### src/irq_stack_pkg.sv
/*
  Shared constants for the interrupt vector and mask-level stack block:
  register byte addresses, field layout, reset values and sizes.
  Assumes a 32-bit AHB-Lite address space with word registers.
*/
package irq_stack_pkg;

  // register byte addresses
  localparam logic [31:0] VECTOR_REG_ADDR = 32'hFFFFE040;
  localparam logic [31:0] MASK_LEVEL_REG_ADDR = 32'hFFFFE10C;

  // reset values
  localparam logic [31:0] VECTOR_REG_RESET = 32'h00000000;
  localparam logic [2:0] LEVEL_RESET = 3'h0;

  // sizes
  localparam int NUM_FACTORS = 64;
  localparam int FACTOR_W = 6;
  localparam int LVL_W = 3;
  localparam int STACK_DEPTH = 7;
  localparam int VEC_W = 9;

  // vector encoding: vector = (factor + base) * 4, low two bits zero
  localparam logic [6:0] VEC_BASE = 7'h01;

  // mask-level register layout
  localparam int CURRENT_MASK_FIELD_LSB = 0;
  localparam int SLOT_LSB = 4;
  localparam int SLOT_PITCH = 4;
  localparam int LEVEL_CHANGE_BIT = 31;

  // ahb encodings
  localparam logic [2:0] HSIZE_WORD = 3'h2;
  localparam logic [1:0] HTRANS_NONSEQ = 2'h2;

endpackage

### src/irq_stack_if.sv
/*
  Carriers between the top module and its two helpers: the mask stack
  operations and the factor arbitration result.
  Assumes all parties run on the one block clock.
*/
interface mask_stack_if;
  import irq_stack_pkg::*;
  logic push;
  logic pop;
  logic load;
  logic [LVL_W-1:0] level_in;
  logic [LVL_W-1:0] current_mask_field;
  logic [STACK_DEPTH-1:0][LVL_W-1:0] slots;
  modport ctl (output push, pop, load, level_in, input current_mask_field, slots);
  modport stk (input push, pop, load, level_in, output current_mask_field, slots);
endinterface

interface factor_arb_if;
  import irq_stack_pkg::*;
  logic [NUM_FACTORS-1:0] req;
  logic [NUM_FACTORS-1:0][LVL_W-1:0] levels;
  logic valid;
  logic [FACTOR_W-1:0] winner;
  logic [LVL_W-1:0] win_level;
  modport ctl (output req, levels, input valid, winner, win_level);
  modport arb (input req, levels, output valid, winner, win_level);
endinterface

### src/factor_arbiter.sv
/*
  Combinational pick of the pending factor with the highest level;
  on a tie the lowest factor number wins. Level 0 never requests.
  Assumes request and level inputs are stable within a cycle.
*/
module factor_arbiter
  import irq_stack_pkg::*;
(
  // arbitration carrier
  factor_arb_if.arb a
);

  // scan downward so equal levels leave the lowest number standing
  always_comb begin
    a.valid = 1'b0;
    a.winner = '0;
    a.win_level = '0;
    for (int i = NUM_FACTORS - 1; i >= 0; i--) begin
      // [RL10] [RL11] higher level wins, tie to lower number
      if (a.req[i] && a.levels[i] != '0 && a.levels[i] >= a.win_level) begin
        a.valid = 1'b1;
        a.winner = FACTOR_W'(i);
        a.win_level = a.levels[i];
      end
    end
  end

endmodule

### src/mask_stack.sv
/*
  Current mask level plus seven saved levels, with push, pop and
  overwrite. Assumes at most one of push, pop and load per cycle.
*/
module mask_stack
  import irq_stack_pkg::*;
(
  // clock and control
  input wire logic clock,
  input wire logic rst,
  input wire logic ce,
  // stack carrier
  mask_stack_if.stk s
);

  logic [LVL_W-1:0] current_mask_field_ff;
  logic [STACK_DEPTH-1:0][LVL_W-1:0] slot_ff;

  assign s.current_mask_field = current_mask_field_ff;
  assign s.slots = slot_ff;

  // current level: push or load takes new value, pop takes slot 0
  always_ff @(posedge clock) begin
    if (rst) begin
      current_mask_field_ff <= LEVEL_RESET;
    end else if (ce) begin
      if (s.push || s.load) begin
        current_mask_field_ff <= s.level_in;
      end else if (s.pop) begin
        current_mask_field_ff <= slot_ff[0];
      end
    end
  end

  // saved slots shift deeper on push, up on pop
  always_ff @(posedge clock) begin
    if (rst) begin
      slot_ff <= '0;
    end else if (ce) begin
      if (s.push) begin
        slot_ff[0] <= current_mask_field_ff;
        for (int i = 1; i < STACK_DEPTH; i++) begin
          slot_ff[i] <= slot_ff[i-1];
        end
      end else if (s.pop) begin
        for (int i = 0; i < STACK_DEPTH - 1; i++) begin
          slot_ff[i] <= slot_ff[i+1];
        end
        // [RL6] deepest slot zeroed
        slot_ff[STACK_DEPTH-1] <= LEVEL_RESET;
      end
    end
  end

  a_push_shift: assert property (@(posedge clock) disable iff (rst) // [RL3]
    (ce && s.push) |=> slot_ff[0] == $past(current_mask_field_ff) &&
      slot_ff[6] == $past(slot_ff[5]))
    else $error("push did not shift saved levels");

  a_pop_zero: assert property (@(posedge clock) disable iff (rst) // [RL6]
    (ce && s.pop && !s.push) |=> slot_ff[6] == 3'h0 &&
      current_mask_field_ff == $past(slot_ff[0]))
    else $error("pop did not restore and zero deepest slot");

  a_load_keeps: assert property (@(posedge clock) disable iff (rst) // [RL4]
    (ce && s.load && !s.push) |=> $stable(slot_ff))
    else $error("level overwrite disturbed saved slots");

endmodule

### src/irq_vector_and_mask_stack.sv
/*
  Interrupt vector register and nested mask-level stack with an
  AHB-Lite register slave. Pending factors and their levels arrive from
  the detection logic; the block arbitrates them, raises the level to
  the core and keeps the mask history.
  Assumes one clock, synchronous inputs, and ce high through the data
  phase of any write.
*/
// Design decision made here: the AHB-Lite register port.
// Contract
// [RL1] The vector register shows the current factor's vector in bits 8:0.
// [RL2] Software uses only full 32-bit accesses to the mask-level register.
// [RL3] A new interrupt loads its level as current and pushes older levels.
// [RL4] Writing 1 to the change bit overwrites the current level only.
// [RL5] Writing 0 to the change bit pops the saved levels up by one.
// [RL6] A pop fills the deepest saved slot with zero.
// [RL7] Software pops the stack before the exception-return instruction.
// [RL8] Current level, seven saved slots and the change bit sit as mapped.
// [RL9] With nothing pending or after a request clear the vector is zero; an acceptance in the clear's cycle loads the new vector instead.
// [RL10] Equal-level factors resolve to the lowest request number.
// [RL11] The highest level is reported and lower ones stay pending.
// [RL12] Gap bits and the write-only change bit read as zero.
module irq_vector_and_mask_stack
  import irq_stack_pkg::*;
(
  // clock, reset, enable
  input wire logic clock,
  input wire logic rst,
  input wire logic ce,
  // ahb-lite slave
  input wire logic hsel,
  input wire logic [31:0] haddr,
  input wire logic [1:0] htrans,
  input wire logic hwrite,
  input wire logic [2:0] hsize,
  input wire logic [31:0] hwdata,
  input wire logic hready,
  output logic [31:0] hrdata,
  output logic hreadyout,
  output logic hresp,
  // factor side
  input wire logic [NUM_FACTORS-1:0] factor_req,
  input wire logic [NUM_FACTORS*LVL_W-1:0] factor_levels,
  input wire logic request_clear,
  // core side
  output logic int_req,
  output logic [LVL_W-1:0] int_level
);

  ////////////////////////////////////////////////////////////////////////
  // helpers

  mask_stack_if stk_c ();
  factor_arb_if arb_c ();

  mask_stack u_stack (
    .clock (clock),
    .rst (rst),
    .ce (ce),
    .s (stk_c.stk)
  );

  factor_arbiter u_arb (
    .a (arb_c.arb)
  );

  assign arb_c.req = factor_req;
  assign arb_c.levels = factor_levels;

  ////////////////////////////////////////////////////////////////////////
  // bus state

  logic [31:0] hrdata_ff;
  logic hreadyout_ff;
  logic hresp_ff;
  logic rd_pend_ff;
  logic wr_pend_ff;
  logic [31:0] addr_ff;
  logic [VEC_W-1:0] vector_ff;
  logic int_req_ff;
  logic [LVL_W-1:0] int_level_ff;

  logic addr_take;
  logic mask_wr;
  logic accept;
  logic [31:0] rd_mux;
  logic [6:0] vec_hi;

  assign hrdata = hrdata_ff;
  assign hreadyout = hreadyout_ff;
  assign hresp = hresp_ff;
  assign int_req = int_req_ff;
  assign int_level = int_level_ff;

  // address phase accepted only when the bus is ready
  assign addr_take = hsel && htrans == HTRANS_NONSEQ && hready;

  // write data phase to the mask-level register, full words only
  // [RL2] whole-word write expected
  assign mask_wr = wr_pend_ff && hready && addr_ff == MASK_LEVEL_REG_ADDR;

  // capture address phase; reads get one wait state so they see
  // a write that completes in the same cycle as their address phase
  always_ff @(posedge clock) begin
    if (rst) begin
      rd_pend_ff <= 1'b0;
      wr_pend_ff <= 1'b0;
      addr_ff <= '0;
    end else if (ce) begin
      if (addr_take) begin
        rd_pend_ff <= !hwrite;
        wr_pend_ff <= hwrite && hsize == HSIZE_WORD;
        addr_ff <= haddr;
      end else begin
        rd_pend_ff <= 1'b0;
        if (hready) begin
          wr_pend_ff <= 1'b0;
        end
      end
    end
  end

  // ready drops for one cycle on a read, always OKAY response
  always_ff @(posedge clock) begin
    if (rst) begin
      hreadyout_ff <= 1'b1;
      hresp_ff <= 1'b0;
    end else if (ce) begin
      hreadyout_ff <= !(addr_take && !hwrite);
      hresp_ff <= 1'b0;
    end
  end

  ////////////////////////////////////////////////////////////////////////
  // read data

  // assemble register images; unmapped addresses read zero
  always_comb begin
    rd_mux = '0;
    if (addr_ff == VECTOR_REG_ADDR) begin
      // [RL1] vector in low nine bits
      rd_mux[VEC_W-1:0] = vector_ff;
    end else if (addr_ff == MASK_LEVEL_REG_ADDR) begin
      // [RL8] field placement
      rd_mux[CURRENT_MASK_FIELD_LSB +: LVL_W] = stk_c.current_mask_field;
      for (int i = 0; i < STACK_DEPTH; i++) begin
        rd_mux[SLOT_LSB + SLOT_PITCH*i +: LVL_W] = stk_c.slots[i];
      end
      // [RL12] gap bits and change bit stay zero
      rd_mux[LEVEL_CHANGE_BIT] = 1'b0;
    end
  end

  // data latched in the wait cycle, held until the next read
  always_ff @(posedge clock) begin
    if (rst) begin
      hrdata_ff <= '0;
    end else if (ce && rd_pend_ff) begin
      hrdata_ff <= rd_mux;
    end
  end

  ////////////////////////////////////////////////////////////////////////
  // interrupt acceptance and stack control

  // a new interrupt needs a level above the current mask; a software
  // write in the same cycle goes first and the interrupt retries next
  // [RL11] highest level only
  assign accept = arb_c.valid && arb_c.win_level > stk_c.current_mask_field && !mask_wr;

  // [RL3] push on acceptance
  assign stk_c.push = accept;
  // [RL4] overwrite with written level
  assign stk_c.load = mask_wr && hwdata[LEVEL_CHANGE_BIT];
  // [RL5] pop on zero change bit
  assign stk_c.pop = mask_wr && !hwdata[LEVEL_CHANGE_BIT];
  assign stk_c.level_in = accept ? arb_c.win_level
                                 : hwdata[CURRENT_MASK_FIELD_LSB +: LVL_W];

  // [RL10] winning factor's vector latched
  assign vec_hi = 7'(arb_c.winner) + VEC_BASE;

  // vector register: acceptance beats a simultaneous clear
  always_ff @(posedge clock) begin
    if (rst) begin
      vector_ff <= VECTOR_REG_RESET[VEC_W-1:0];
    end else if (ce) begin
      if (accept) begin
        vector_ff <= {vec_hi, 2'b00};
      // [RL9] clear or nothing pending
      end else if (request_clear || !arb_c.valid) begin
        vector_ff <= '0;
      end
    end
  end

  // level notification to the core follows the arbiter each cycle that ce is high
  always_ff @(posedge clock) begin
    if (rst) begin
      int_req_ff <= 1'b0;
      int_level_ff <= LEVEL_RESET;
    end else if (ce) begin
      int_req_ff <= arb_c.valid;
      int_level_ff <= arb_c.win_level;
    end
  end

  ////////////////////////////////////////////////////////////////////////
  // checks

  // a requesting lower-numbered factor at the winning level means a lost
  // tie; kept apart from the arbiter so the check does not reuse its
  // scan order
  logic tie_lower;
  always_comb begin
    tie_lower = 1'b0;
    for (int i = 0; i < NUM_FACTORS; i++) begin
      if (factor_req[i] &&
          factor_levels[LVL_W*i +: LVL_W] == arb_c.win_level &&
          FACTOR_W'(i) < arb_c.winner) begin
        tie_lower = 1'b1;
      end
    end
  end

  a_push_level: assert property (@(posedge clock) disable iff (rst) // [RL3]
    (ce && accept) |=> stk_c.current_mask_field == $past(arb_c.win_level))
    else $error("accepted level not loaded as current");

  a_load_level: assert property (@(posedge clock) disable iff (rst) // [RL4]
    (ce && mask_wr && hwdata[31]) |=> stk_c.current_mask_field == $past(hwdata[2:0]))
    else $error("written level not loaded");

  a_pop_restore: assert property (@(posedge clock) disable iff (rst) // [RL5]
    (ce && mask_wr && !hwdata[31]) |=>
      stk_c.current_mask_field == $past(stk_c.slots[0]) &&
      stk_c.slots[0] == $past(stk_c.slots[1]))
    else $error("pop did not move levels up");

  a_vec_value: assert property (@(posedge clock) disable iff (rst) // [RL1]
    (ce && accept) |=>
      vector_ff == {7'($past(arb_c.winner)) + VEC_BASE, 2'b00})
    else $error("vector does not match winning factor");

  a_vec_clear: assert property (@(posedge clock) disable iff (rst) // [RL9]
    (ce && !accept && (request_clear || !arb_c.valid)) |=> vector_ff == 0)
    else $error("vector not cleared");

  a_rd_gaps: assert property (@(posedge clock) disable iff (rst) // [RL12]
    (ce && rd_pend_ff && addr_ff == MASK_LEVEL_REG_ADDR) |=>
      (hrdata_ff & 32'h88888888) == 32'h00000000)
    else $error("reserved mask-level bits read nonzero");

  a_rd_fields: assert property (@(posedge clock) disable iff (rst) // [RL8]
    (ce && rd_pend_ff && addr_ff == MASK_LEVEL_REG_ADDR) |=>
      hrdata_ff[2:0] == $past(stk_c.current_mask_field) &&
      hrdata_ff[30:28] == $past(stk_c.slots[6]))
    else $error("mask-level read image wrong");

  a_report_top: assert property (@(posedge clock) disable iff (rst) // [RL11]
    (ce && arb_c.valid) |=> int_req_ff && int_level == $past(arb_c.win_level))
    else $error("highest level not reported");

  a_tie_lowest: assert property (@(posedge clock) disable iff (rst) // [RL10]
    arb_c.valid |-> !tie_lower)
    else $error("tie not resolved to lowest number");

  a_rd_wait: assert property (@(posedge clock) disable iff (rst)
    (ce && addr_take && !hwrite) |=> !hreadyout ##1
      (!$past(ce) || hreadyout))
    else $error("read wait state wrong");

  a_write_no_wait: assert property (@(posedge clock) disable iff (rst)
    (ce && addr_take && hwrite) |=> hreadyout_ff)
    else $error("write data phase stalled");

  a_rd_hold: assert property (@(posedge clock) disable iff (rst)
    !(ce && rd_pend_ff) |=> $stable(hrdata_ff))
    else $error("read data moved outside a read");

  a_current_mask_field_hold: assert property (@(posedge clock) disable iff (rst) // [RL8]
    !(ce && (stk_c.push || stk_c.load || stk_c.pop)) |=>
      $stable(stk_c.current_mask_field))
    else $error("current level moved without a cause");

  a_no_low_push: assert property (@(posedge clock) disable iff (rst) // [RL11]
    (arb_c.win_level <= stk_c.current_mask_field) |-> !stk_c.push)
    else $error("level not above current mask was pushed");

  a_push_rises: assert property (@(posedge clock) disable iff (rst) // [RL11]
    (ce && stk_c.push) |=> stk_c.current_mask_field > $past(stk_c.current_mask_field))
    else $error("accepted level not above the old mask");

  a_int_idle: assert property (@(posedge clock) disable iff (rst) // [RL9]
    (ce && !arb_c.valid) |=> !int_req_ff && int_level_ff == 3'h0)
    else $error("request shown with nothing pending");

  a_freeze_all: assert property (@(posedge clock) disable iff (rst)
    !ce |=> $stable(vector_ff) && $stable(int_req_ff) &&
      $stable(int_level_ff) && $stable(stk_c.current_mask_field))
    else $error("state moved while clock enable low");

endmodule

### config.mk
export PLATFORM = sky130hd
export DESIGN_NAME = irq_vector_and_mask_stack
export DESIGN_NICKNAME = d
export VERILOG_FILES = /design/src/irq_stack_pkg.sv /design/src/irq_stack_if.sv /design/src/factor_arbiter.sv /design/src/mask_stack.sv /design/src/irq_vector_and_mask_stack.sv
export SDC_FILE = /design/constraint.sdc
export NUM_CORES = 1
export LEC_CHECK = 0
export ABC_AREA = 1
export BUFFER_PORTS_ARGS = -buffer_cell sky130_fd_sc_hd__buf_2
export CORE_MARGIN = 1.5
export CORE_UTILIZATION = 50
export CTS_CLUSTER_SIZE = 10
export DETAILED_ROUTE_END_ITERATION = 16
export HOLD_SLACK_MARGIN = 0.08
export PLACE_DENSITY = 0.84
export SLEW_MARGIN = 20
export SYNTH_ARGS = -nofsm -noshare
export SYNTH_HDL_FRONTEND = slang
export SYNTH_SLANG_ARGS = --single-unit
### constraint.sdc
create_clock -name clock -period 201.3 [get_ports clock]
set_clock_uncertainty 0.2 [all_clocks]
set_input_delay 20.13 -clock clock [delete_from_list [all_inputs] [get_ports clock]]
set_output_delay 20.13 -clock clock [all_outputs]
set_load 0.02 [all_outputs]
==> results.py <==
metrics = {
    "run_status": {
        "status": "finished clean",
    },
    "sta": {
        "finalMaxSlewViolations": 0,
        "fmax_ghz": 0.0111,
        "period_minus_slack_ns": 89.87,
        "maxSlewHeadroom_pct": 33.7,
        "tightest_slew_ns": 0.985,
        "finalCritPeriodShare_pct": 44.6,
        "setup_viol": 0,
        "setup-tns-final_ns": 0,
        "hold_viol_final": 0,
        "rsz0062_at_grt": "false",
        "timing.hold.ws_ns": 0.264,
    },
    "synth": {
        "seq_area_frac_synth_pct": 14.2,
        "ys_types": 61,
        "synth_area_leaders": "dfxtp_1, nand2_1, inv_1",
        "yosys.area.top_type": "dfxtp_1",
        "yosysWarnings": 0,
        "ys_ff_latch": 96,
        "synth.cell_area_sq_mm": 0.0135,
        "syn_avg_cell_area_sq_um": 5.85,
        "syn_inst": 2314,
        "netlist.area_leader.share_pct": 14.2,
    },
    "critical_path": {
        "cp_num_buf_inv": 158,
        "path_class": "input port to flop",
        "crit_path_start_kind": "input port",
        "critPathMaxFanout": 44,
        "crit_top_cell": "inv_1",
        "required_ns": 201.38,
        "worstSetupEndpointType": "flop",
        "cpLargestDelayFamily": "simple AND/OR/NAND/NOR gates",
        "critPathSlowestCell": "nand2_2",
        "worst_ep_arrival_time_ns": 89.95,
        "crit_path_max_incr_delay_ns": 0.52,
    },
    "global_routing": {
        "grt_overflow": 0,
        "grt_pass1_wl_mm": 63.0,
        "grt_pass1_vias": 14624,
        "antenna_found_initial": 14,
        "grt_max_degree": 48,
        "track_usage_pct": 26.5,
    },
    "power_and_ir_drop": {
        "powerDensity_mw_per_mm2": 6.87,
        "p_clk_share_pct": 14.8,
        "combPwrFrac_pct": 63.9,
        "power.net_switching_uw": 52.9,
        "p_int_uw": 54.7,
        "ir_worst_vdd_mv": 0.00625,
        "pwr-share-seq_pct": 21.4,
        "p_sw_share_pct": 49.1,
        "leakage_uw": 0.00924,
    },
    "routing": {
        "antenna_left": 0,
        "wl_mm": 37.8,
        "vias_per_cell": 5.23,
        "drt_iter0_drc": 993,
        "wl_per_cell_um": 12.7,
        "post-route-drc-count": 0,
        "drtPass1Iterations": 5,
        "num_vias": 15605,
    },
    "placement": {
        "placed_area_sq_mm": 0.0154,
        "place_congestion": 0.931,
        "portBuffers": 334,
        "dp.final_hpwl_mm": 32.5,
    },
    "floorplanning": {
        "io_pins": 370,
        "fp-row-count": 60,
        "dieArea_sq_mm": 0.0281,
        "core_area_sq_mm": 0.0267,
        "initial_core_util_pct": 50.6,
        "die_w_um": 167,
        "die_y_um": 167,
    },
    "layout": {
        "fin_util_pct": 58.6,
        "fin_nets": 3030,
        "fillers": 2629,
        "areaGrowthSynthToFinish_pct": 15.8,
        "fin_area_sq_mm": 0.0157,
        "drive_above_1_share_pct": 25.9,
        "final_cell_mix": "nand2_1, inv_1, buf_2",
        "layout_commonest_cell": "nand2_1",
    },
    "clocking": {
        "cts_setup_buffers": 0,
        "cts.sinks": 96,
        "holdBufCountCts": 0,
        "clk_latency_ns": 0.35,
        "cts_resized": 0,
        "path_clk_slew_ns": 0.07,
        "clockRootBuffer": "clkbuf_16",
        "ctsLongestPathBuffers": 2,
        "htree_num_levels": 3,
        "cts_made_buffers": 9,
        "cts_tree": "done",
    },
    "run": {
        "max_cap_violations": 0,
    },
    "min_path": {
        "hold_path_class": "flop to flop",
    },
}
==> through the flow <==
step	std cells	setup WS, ns	power [uW]
4_1_cts	2971	111.48	108
2_1_floorplan	2320	119.61	78.5
3_5_place_dp	2956	111.32	91.6
5_1_grt	2980	103.26	119
3_3_place_gp	2956	113.67	88.5
6_report	2981	111.43	108
==> power groups by stage <==
stage | sequential [uW] | combinational, uW | clock, uW
6_report | 23.0 | 68.7 | 15.9
5_1_grt | 23.2 | 78.8 | 16.8
4_1_cts | 22.9 | 68.7 | 15.9
3_5_place_dp | 23.3 | 68.2 | 0
3_3_place_gp | 23.3 | 65.2 | 0
2_1_floorplan | 23.1 | 55.4 | 0
==> logic make-up (layout without fill, tap and decap cells) <==
family                     count (synthesis)  in the layout  share of synthesized area (%)
other                                      1             17                         0.0277
AOI/OAI and AO/OA                        373            373                           16.7
adders and majority gates                 72             72                           6.66
and+or+nand+nor                         1222           1222                           46.0
DFF                                       96             96                           14.2
buffers and inverters                    550            860                           16.4
==> registers in the layout, summed over array words and instances (netlist names) <==
register and cells:
hrdata 26, rd_pend_ff 1, addr_ff 32, vector_ff 7
int_level 3, u_stack.s.slots 21, hreadyout 1, int_req 1
u_stack.s.current_mask_field 3, wr_pend_ff 1
==> final cells by class <==
class | count | area (sq um) | area share, %
antenna | 10 | 25.0 | 0.160
inverter | 509 | 1930 | 12.3
clock inverter | 5 | 40.0 | 0.256
tap | 341 | 427 | 2.72
multi-input combinational | 1674 | 9410 | 60.1
timing repair buffer | 336 | 1690 | 10.8
clock buffer | 10 | 229 | 1.46
sequential | 96 | 1920 | 12.3
==> routing by layer <==
metal  wire [um]  vias up  global-route usage (%)
li1            -     8050                       -
met1       15300     6932                    29.6
met2       18400      504                    48.6
met3        2590      109                    5.32
met4        1500       10                    11.2
met5          65        -                       0
==> worst paths after layout <==
check	startpoint	end	slack, ns	depth (start not counted)
worst max register to register	addr_ff[13]	u_stack.s.slots[9]	197.28	15
worst min register to register	addr_ff[14]	addr_ff[14]	0.26	2
worst max-delay path	factor_levels[189]	u_stack.s.slots[9]	111.43	583
worst min-delay path	addr_ff[14]	addr_ff[14]	0.26	2
==> Yosys cell counts, drive strengths merged <==
master       instances
o21ai              173
a31o                 1
o211ai               3
a21oi              139
nand4               60
inv                460
clkbuf              18
a211oi               2
clkinv              48
buf                 21
o211a                2
nor4                 6
or2                  8
o21bai               2
a22oi                2
nand3b               3
o31a                 2
a311o                1
nor4b                1
nor2               125
bufinv               1
ha                  72
dfxtp               96
conb                 1
o31ai                5
nor3                11
dlygate4sd1          2
nand2              656
a21boi               4
nand3              347
and2                 5
o22ai                2
a31oi                3
o21a                32
==> tightest hold or removal path, cell delays in order, from the launching register on <==
cell	delay, ns
dfxtp_1	0.30
inv_1	0.06
a21oi_1	0.06
No activity file was read; power rests on OpenSTA's default activity.
